**src/bmd_cfg.svh**
```systemverilog
// offsets, encodings, reset values and counts for the boot defaults block
`ifndef BMD_CFG_SVH
`define BMD_CFG_SVH

// boot type codes
`define BMD_BT_NONE 4'h0
`define BMD_BT_HOST 4'h2
`define BMD_BT_AROM 4'h4
`define BMD_BT_I2C 4'h5
`define BMD_BT_SPI16 4'h6
`define BMD_BT_NAND 4'h7
`define BMD_BT_UART 4'h8
`define BMD_BT_AROM_NA 4'h9
`define BMD_BT_LINK 4'ha
`define BMD_BT_UART_FC 4'he
`define BMD_BT_SPI24 4'hf

// start addresses
`define BMD_ADDR_ROM 32'h0010_0000
`define BMD_ADDR_AROM 32'h0420_0000

// module state codes
`define BMD_ST_SRD 2'h0
`define BMD_ST_EN 2'h3

// domain indices
`define BMD_NDOM 40
`define BMD_DOM_AMEM 14
`define BMD_DOM_CPU 39

// async memory config value that disables its domain
`define BMD_AMEM_OFF 3'h0

// multipliers
`define BMD_MUL_BYPASS 5'h01
`define BMD_MUL_LINK 5'h14

// core clock dividers
`define BMD_DIV_1 2'h1
`define BMD_DIV_2 2'h2

// value the wait counter counts up to after reset release before the pin capture state is entered
`define BMD_CAPTURE_DLY 4'h3

`endif

```
**src/bmd_pkg.sv**
```systemverilog
// types for the boot defaults block
package bmd_pkg;

	typedef logic [1:0] bmd_state_t;

	typedef struct packed {
		logic [3:0] boot_type;
		logic speed_up;
		logic [2:0] pll_multiplier_select;
	} bmd_capture_t;

	typedef enum logic [2:0] {
		BMD_WAIT = 3'h1,
		BMD_LATCH = 3'h2,
		BMD_RUN = 3'h4
	} bmd_fsm_t;

endpackage : bmd_pkg

```
**src/bmd_if.sv**
```systemverilog
// captured configuration carried from the capture stage to the decoder
`timescale 1ns/1ps
`default_nettype none
interface bmd_if;
	import bmd_pkg::*;
	bmd_capture_t cap;
	logic [2:0] amem;
	logic valid;
	modport src (output cap, output amem, output valid);
	modport dst (input cap, input amem, input valid);
endinterface : bmd_if
`default_nettype wire

```
**src/bmd_decode.sv**
```systemverilog
// decoder from captured boot pins to boot settings and domain defaults
`timescale 1ns/1ps
`default_nettype none
`include "bmd_cfg.svh"
module bmd_decode
	import bmd_pkg::*;
(
	bmd_if.dst cfg,
	output logic [31:0] start_addr,
	output logic [4:0] pll_mul,
	output logic [1:0] clk_div,
	output logic pll_bypass,
	output logic is_slave,
	output logic bt_invalid,
	output logic cache_off,
	output logic [2*`BMD_NDOM-1:0] dom_state
);
	logic [3:0] bt;
	logic fb;
	always_comb begin
		bt = cfg.cap.boot_type;
		fb = cfg.cap.speed_up;
		is_slave = (bt == `BMD_BT_HOST) || (bt == `BMD_BT_LINK);
		case (bt)
			4'h1, 4'h3, 4'hb, 4'hc, 4'hd: bt_invalid = 1'b1;
			4'h9: bt_invalid = !fb;
			default: bt_invalid = 1'b0;
		endcase
		pll_bypass = !fb || (bt == `BMD_BT_NONE);
		pll_mul = `BMD_MUL_BYPASS;
		if (!pll_bypass) begin
			if ((bt == `BMD_BT_LINK) || (bt == `BMD_BT_SPI24)) begin
				pll_mul = `BMD_MUL_LINK;
			end else begin
				case (cfg.cap.pll_multiplier_select)
					3'h0: pll_mul = 5'h14;
					3'h1: pll_mul = 5'h0f;
					3'h2: pll_mul = 5'h10;
					3'h3: pll_mul = 5'h12;
					3'h4: pll_mul = 5'h16;
					3'h5: pll_mul = 5'h19;
					3'h6: pll_mul = 5'h1b;
					default: pll_mul = 5'h1e;
				endcase
			end
		end
		clk_div = pll_bypass ? `BMD_DIV_1 : `BMD_DIV_2;
		if (!fb && (bt == `BMD_BT_AROM)) begin
			start_addr = `BMD_ADDR_AROM;
		end else begin
			start_addr = `BMD_ADDR_ROM;
		end
		cache_off = (start_addr == `BMD_ADDR_ROM);
	end

	// per domain default state
	genvar i;
	generate
		for (i = 0; i < `BMD_NDOM; i = i + 1) begin : g_dom
			if (i == `BMD_DOM_CPU) begin : g_cpu
				assign dom_state[2*i+:2] = `BMD_ST_EN;
			end else if (i == `BMD_DOM_AMEM) begin : g_amem
				assign dom_state[2*i+:2] = (cfg.amem == `BMD_AMEM_OFF) ?
					`BMD_ST_SRD : `BMD_ST_EN;
			end else begin : g_per
				assign dom_state[2*i+:2] = `BMD_ST_SRD;
			end
		end
	endgenerate
endmodule : bmd_decode
`default_nettype wire

```
**src/bmd_top.sv**
```systemverilog
// boot pin capture and reset-time module defaults
`timescale 1ns/1ps
`default_nettype none
`include "bmd_cfg.svh"
module bmd_top
	import bmd_pkg::*;
(
	input wire logic clk_in,
	input wire logic nrst_in,
	input wire logic [3:0] boot_type_in,
	input wire logic speed_up_in,
	input wire logic [2:0] pll_multiplier_select_in,
	input wire logic [2:0] async_mem_config_pins_in,
	output logic [7:0] boot_config_capture_out,
	output logic [31:0] cpu_start_address_out,
	output logic [4:0] pll_mul_out,
	output logic pll_bypass_out,
	output logic [1:0] core_clock_divider_out,
	output logic is_slave_out,
	output logic boot_type_invalid_out,
	output logic cache_disable_out,
	output logic [2*`BMD_NDOM-1:0] module_state_field_out,
	output logic cpu_release_out,
	output logic boot_start_out
);
	//--------------------------------------------------
	// reset release
	//--------------------------------------------------
	logic [1:0] rst_sync_ff;
	logic rst_n;
	always_ff @(posedge clk_in or negedge nrst_in) begin
		if (!nrst_in) begin
			rst_sync_ff <= 2'h0;
		end else begin
			rst_sync_ff <= {rst_sync_ff[0], 1'b1};
		end
	end
	assign rst_n = rst_sync_ff[1];

	//--------------------------------------------------
	// pin synchronisers
	//--------------------------------------------------
	logic [10:0] pin_s1_ff;
	logic [10:0] pin_s2_ff;
	always_ff @(posedge clk_in or negedge rst_n) begin
		if (!rst_n) begin
			pin_s1_ff <= 11'h000;
			pin_s2_ff <= 11'h000;
		end else begin
			pin_s1_ff <= {async_mem_config_pins_in, boot_type_in,
				speed_up_in, pll_multiplier_select_in};
			pin_s2_ff <= pin_s1_ff;
		end
	end

	//--------------------------------------------------
	// capture sequencer
	//--------------------------------------------------
	bmd_fsm_t st_ff;
	bmd_fsm_t nxt_st;
	logic [3:0] dly_ff;
	logic [3:0] nxt_dly;
	bmd_capture_t cap_ff;
	bmd_capture_t nxt_cap;
	logic [2:0] amem_ff;
	logic [2:0] nxt_amem;
	logic start_ff;
	logic nxt_start;
	always_comb begin
		nxt_st = st_ff;
		nxt_dly = dly_ff;
		nxt_cap = cap_ff;
		nxt_amem = amem_ff;
		nxt_start = 1'b0;
		case (st_ff)
			BMD_WAIT: begin
				// wait for synchronisers to fill
				if (dly_ff == `BMD_CAPTURE_DLY) begin
					nxt_st = BMD_LATCH;
				end else begin
					nxt_dly = dly_ff + 4'h1;
				end
			end
			BMD_LATCH: begin
				nxt_cap.boot_type = pin_s2_ff[7:4];
				nxt_cap.speed_up = pin_s2_ff[3];
				nxt_cap.pll_multiplier_select = pin_s2_ff[2:0];
				nxt_amem = pin_s2_ff[10:8];
				nxt_start = 1'b1;
				nxt_st = BMD_RUN;
			end
			BMD_RUN: begin
				nxt_st = BMD_RUN;
			end
			default: begin
				nxt_st = BMD_WAIT;
			end
		endcase
	end
	always_ff @(posedge clk_in or negedge rst_n) begin
		if (!rst_n) begin
			st_ff <= BMD_WAIT;
			dly_ff <= 4'h0;
			cap_ff <= '0;
			amem_ff <= 3'h0;
			start_ff <= 1'b0;
		end else begin
			st_ff <= nxt_st;
			dly_ff <= nxt_dly;
			cap_ff <= nxt_cap;
			amem_ff <= nxt_amem;
			start_ff <= nxt_start;
		end
	end

	//--------------------------------------------------
	// decode
	//--------------------------------------------------
	bmd_if cfg_if ();
	assign cfg_if.cap = cap_ff;
	assign cfg_if.amem = amem_ff;
	assign cfg_if.valid = (st_ff == BMD_RUN);

	logic [31:0] d_addr;
	logic [4:0] d_mul;
	logic [1:0] d_div;
	logic d_byp;
	logic d_slave;
	logic d_inv;
	logic d_cache;
	logic [2*`BMD_NDOM-1:0] d_dom;
	bmd_decode u_dec (
		.cfg(cfg_if.dst),
		.start_addr(d_addr),
		.pll_mul(d_mul),
		.clk_div(d_div),
		.pll_bypass(d_byp),
		.is_slave(d_slave),
		.bt_invalid(d_inv),
		.cache_off(d_cache),
		.dom_state(d_dom)
	);

	//--------------------------------------------------
	// output registers
	//--------------------------------------------------
	logic [7:0] o_cap_ff;
	logic [31:0] o_addr_ff;
	logic [4:0] o_mul_ff;
	logic o_byp_ff;
	logic [1:0] o_div_ff;
	logic o_slave_ff;
	logic o_inv_ff;
	logic o_cache_ff;
	logic [2*`BMD_NDOM-1:0] o_dom_ff;
	logic o_rel_ff;
	logic nxt_rel;
	always_comb begin
		nxt_rel = o_rel_ff | start_ff;
	end
	always_ff @(posedge clk_in or negedge rst_n) begin
		if (!rst_n) begin
			o_cap_ff <= 8'h00;
			o_addr_ff <= `BMD_ADDR_ROM;
			o_mul_ff <= `BMD_MUL_BYPASS;
			o_byp_ff <= 1'b1;
			o_div_ff <= `BMD_DIV_1;
			o_slave_ff <= 1'b0;
			o_inv_ff <= 1'b0;
			o_cache_ff <= 1'b1;
			o_dom_ff <= '0;
			o_rel_ff <= 1'b0;
		end else begin
			o_cap_ff <= cap_ff;
			o_addr_ff <= d_addr;
			o_mul_ff <= d_mul;
			o_byp_ff <= d_byp;
			o_div_ff <= d_div;
			o_slave_ff <= d_slave;
			o_inv_ff <= d_inv;
			o_cache_ff <= d_cache;
			o_dom_ff <= d_dom;
			o_rel_ff <= nxt_rel;
		end
	end

	assign boot_config_capture_out = o_cap_ff;
	assign cpu_start_address_out = o_addr_ff;
	assign pll_mul_out = o_mul_ff;
	assign pll_bypass_out = o_byp_ff;
	assign core_clock_divider_out = o_div_ff;
	assign is_slave_out = o_slave_ff;
	assign boot_type_invalid_out = o_inv_ff;
	assign cache_disable_out = o_cache_ff;
	assign module_state_field_out = o_dom_ff;
	assign cpu_release_out = o_rel_ff;
	assign boot_start_out = start_ff;
endmodule : bmd_top
`default_nettype wire

```
**config.mk**
```make
export PLATFORM = sky130hd
export DESIGN_NAME = bmd_top
export DESIGN_NICKNAME = d
export VERILOG_FILES = /design/src/bmd_pkg.sv /design/src/bmd_if.sv /design/src/bmd_decode.sv /design/src/bmd_top.sv
export VERILOG_INCLUDE_DIRS = /design/src
export SDC_FILE = /design/constraint.sdc
export NUM_CORES = 1
export LEC_CHECK = 0
export ABC_AREA = 1
export BUFFER_PORTS_ARGS = -buffer_cell sky130_fd_sc_hd__buf_2
export CAP_MARGIN = 20
export CORE_AREA = 10 10 106 89
export CTS_CLUSTER_SIZE = 20
export DETAILED_ROUTE_END_ITERATION = 8
export DIE_AREA = 0 0 116 99
export PLACE_DENSITY = 0.76
export SLEW_MARGIN = 20
export SYNTH_ARGS = -nofsm -noshare
export SYNTH_HDL_FRONTEND = slang
export SYNTH_SLANG_ARGS = --single-unit
```
**constraint.sdc**
```tcl
create_clock -name clk_in -period 1.9 [get_ports clk_in]
set_input_delay 0.19 -clock clk_in [delete_from_list [all_inputs] [get_ports clk_in]]
set_output_delay 0.19 -clock clk_in [all_outputs]
set_load 0.03 [all_outputs]
```
==> flow_summary.ini <==
[logic_synthesis]
synthFlopType = dfrtp_1
synth_cells = 287
synth_top_area_share_pct = 50.81
synth_edf_count = 0
async_flop_share_pct = 100.0
synth_common_cells = 110 x buf_4, 61 x dfrtp_1, 47 x nand2_1, 14 x inv_1, 12 x nor2_1
syn-cell-area_um2 = 3004
ys_seq_elements = 65
yosys.area.top_type = dfrtp_1
netlist_top_cells_area = dfrtp_1 51%, buf_4 27%, nand2_1 5.9%
synth-warning-count = 0
syn_area_per_cell_um2 = 10.47
synthDistinctLibCells = 25
synth.most_common_cell = buf_4
ys_seq_area_share_pct = 54.31

[critical_path]
rr_worst_depth = 5
path_cells = buf_2
cpMaxStageDelayCell = dfstp_2
critPathKind = flip-flop to output pin
max_stage_delay_ns = 0.52
cp_max_fo = 2
r2r_slack_ns = 0.80
required_ns = 1.71
startpoint_type = flip-flop
cp.arrival_ns = 1.04
cp_top_family = flip-flops
r2r-end = dly_ff[0]$_DFFE_PN0P_
crit_path_end_kind = output pin
path_buf_inv = 1
crit-reg2reg-launch = dly_ff[0]$_DFFE_PN0P_

[sta]
fmax_ghz = 0.8156
finalHoldViolCount = 0
setup_tns_ns = 0
finalSetupViolations = 0
hold_ws_ns = 0.1855
fin_skew_ns = 0.004819
finalCritPeriodShare_pct = 64.53
period_needed_ns = 1.226
finalMaxSlewViolations = 0
rsz0062_at_grt = no

[drt]
drtAntennaViolNets = 0
vias_per_cell = 3.634
routedWlPerCell_um = 11.70
firstDrtPassIters = 4
drc = 0
wl_um = 5146
vias = 1599
drtIter0Drc = 75

[clock_network]
clk_pin_slew_ns = 0.06
clkSinkCount = 65
root_buffer = clkbuf_8
cts_buffer_depth = 2
cts_setup_buffers = 0
clk_latency_ns = 0.33
htree_num_levels = 3
cts_tree = yes
cts_buffers = 9

[die]
core-area_um2 = 7287
ios = 146
die_x_um = 116
die-area_um2 = 11480
start_util_pct = 41.23
die_h_um = 99
row_count = 28

[power_and_ir_drop]
p_per_area_nw_per_um2 = 955.0
peakVddDrop_mv = 0.2650
p_sw_mw = 0.8978
p_sw_share_pct = 29.42
power_leakage_nw = 1.721
p_total_mw = 3.052
intPower_mw = 2.154
combPwrFrac_pct = 15.7
p_clk_share_pct = 36.0
seqPwrFrac_pct = 48.4

[layout]
stdcell_count = 440
fillers = 713
fin_util_pct = 43.85
final_nets = 359
syn_to_final_growth_pct = 6.372
layout-drive-gt1-share_pct = 22.29
diodes = 0

[grt]
grtUsageTotal_pct = 9.063
grt_pass1_vias = 1804
grt_pass1_wl_um = 8335
grt_max_degree = 64
overflow = 0
antenna_found_initial = 0

[placement]
gp_congestion = 0.7263
dp_hpwl_um = 4116
io_buffers = 40
placed_cells = 412

[outcome]
status = finished, final reports clean

[hold_path]
hp-class = primary input to async pin

[flow_run]
maxCapViolCount = 0
[cells by family after synthesis]
logic type	count (synthesis)	synth area share, %
buffers and inverters	127	30.32
AND/OR/NAND/NOR	82	12.50
flip-flops	65	54.31
AO/OA/AOI/OAI	10	2.207
other	2	0.2500
adder cells (fa/ha/maj)	1	0.4164
[cells in the final DEF (no fill, tap or decap), types with 2 or more instances in the layout]
master and instances:
a21oi_1 2, buf_2 40, clkbuf_1 3, clkbuf_8 10
clkinv_2 2, conb_1 107, dfrtp_1 60, dfstp_2 4
dlygate4sd3_1 12, inv_1 14, nand2_1 47, nand2_2 10
nand3_1 5, nor2_1 12, o21ai_0 3, o21ai_2 4
[worst max path at each step]
stage                                        start                   endpoint  slack, ns  cells after the start
6_report       cpu_start_address_out[20]$_DFF_PN1_  cpu_start_address_out[20]       0.67                      1
5_1_grt        cpu_start_address_out[20]$_DFF_PN1_  cpu_start_address_out[20]       0.61                      1
4_1_cts        core_clock_divider_out[0]$_DFF_PN1_             pll_bypass_out       0.65                      1
3_5_place_dp                 dly_ff[0]$_DFFE_PN0P_      dly_ff[3]$_DFFE_PN0P_       0.80                      6
3_3_place_gp                 dly_ff[0]$_DFFE_PN0P_      dly_ff[0]$_DFFE_PN0P_       0.85                      5
2_1_floorplan             rst_sync_ff[1]$_DFF_PN0_     amem_ff[0]$_DFFE_PN0P_       0.79                      0
[layout make-up]
class                   count  area, um^2  area share (%)
inverters                  16       65.06           2.036
multi-input cells         200       855.8           26.78
clock inverters             3       40.04           1.253
repair buffers             53       340.3           10.65
well taps                  90       112.6           3.524
flip-flops and latches     65        1633           51.10
clock buffers              13       148.9           4.659
[per-stage QoR]
step | instance area (um^2) | setup WS (ns)
global route | 3196 | 0.6072
CTS | 3196 | 0.6465
finish | 3196 | 0.6739
global placement | 2887 | 0.8514
detailed placement | 2887 | 0.7977
floorplan | 3400 | 0.7900
[power groups by stage]
stage / combinational, mW / clock [mW] / sequential (mW)
finish: 0.478 / 1.10 / 1.48
global route: 0.513 / 1.20 / 1.48
CTS: 0.469 / 1.14 / 1.48
detailed placement: 0.450 / 0 / 1.50
global placement: 0.446 / 0 / 1.50
floorplan: 0.490 / 0 / 1.57
[repair_timing]
action,in CTS,in global routing
hold buffers,12,0
resized for setup,0,0
hold endpoints to repair,13,0
setup endpoints to repair,0,0
[layer usage]
layer | wire, um | vias to the layer above | part of all wire [%] | GRT usage (%)
li1 | - | 776 | - | -
met1 | 2001 | 734 | 39 | 9.311
met2 | 2561 | 85 | 50 | 15.12
met3 | 505 | 4 | 9.8 | 4.121
met4 | 77 | 0 | 1.5 | 4.899
met5 | 0 | - | 0 | 0
[state kept, by name, indices dropped and copies added, names as in the netlist]
register and flops:
boot_type_invalid_out 1, cpu_start_address_out 2, module_state_field_out 2, rst_sync_ff 2, pin_s2_ff 11, boot_start_out 1, is_slave_out 1, core_clock_divider_out 2
cap_ff 8, amem_ff 3, st_ff 3, boot_config_capture_out 8, dly_ff 4, pll_mul_out 5, cpu_release_out 1, pin_s1_ff 11
(Power assumes the default switching activity.)
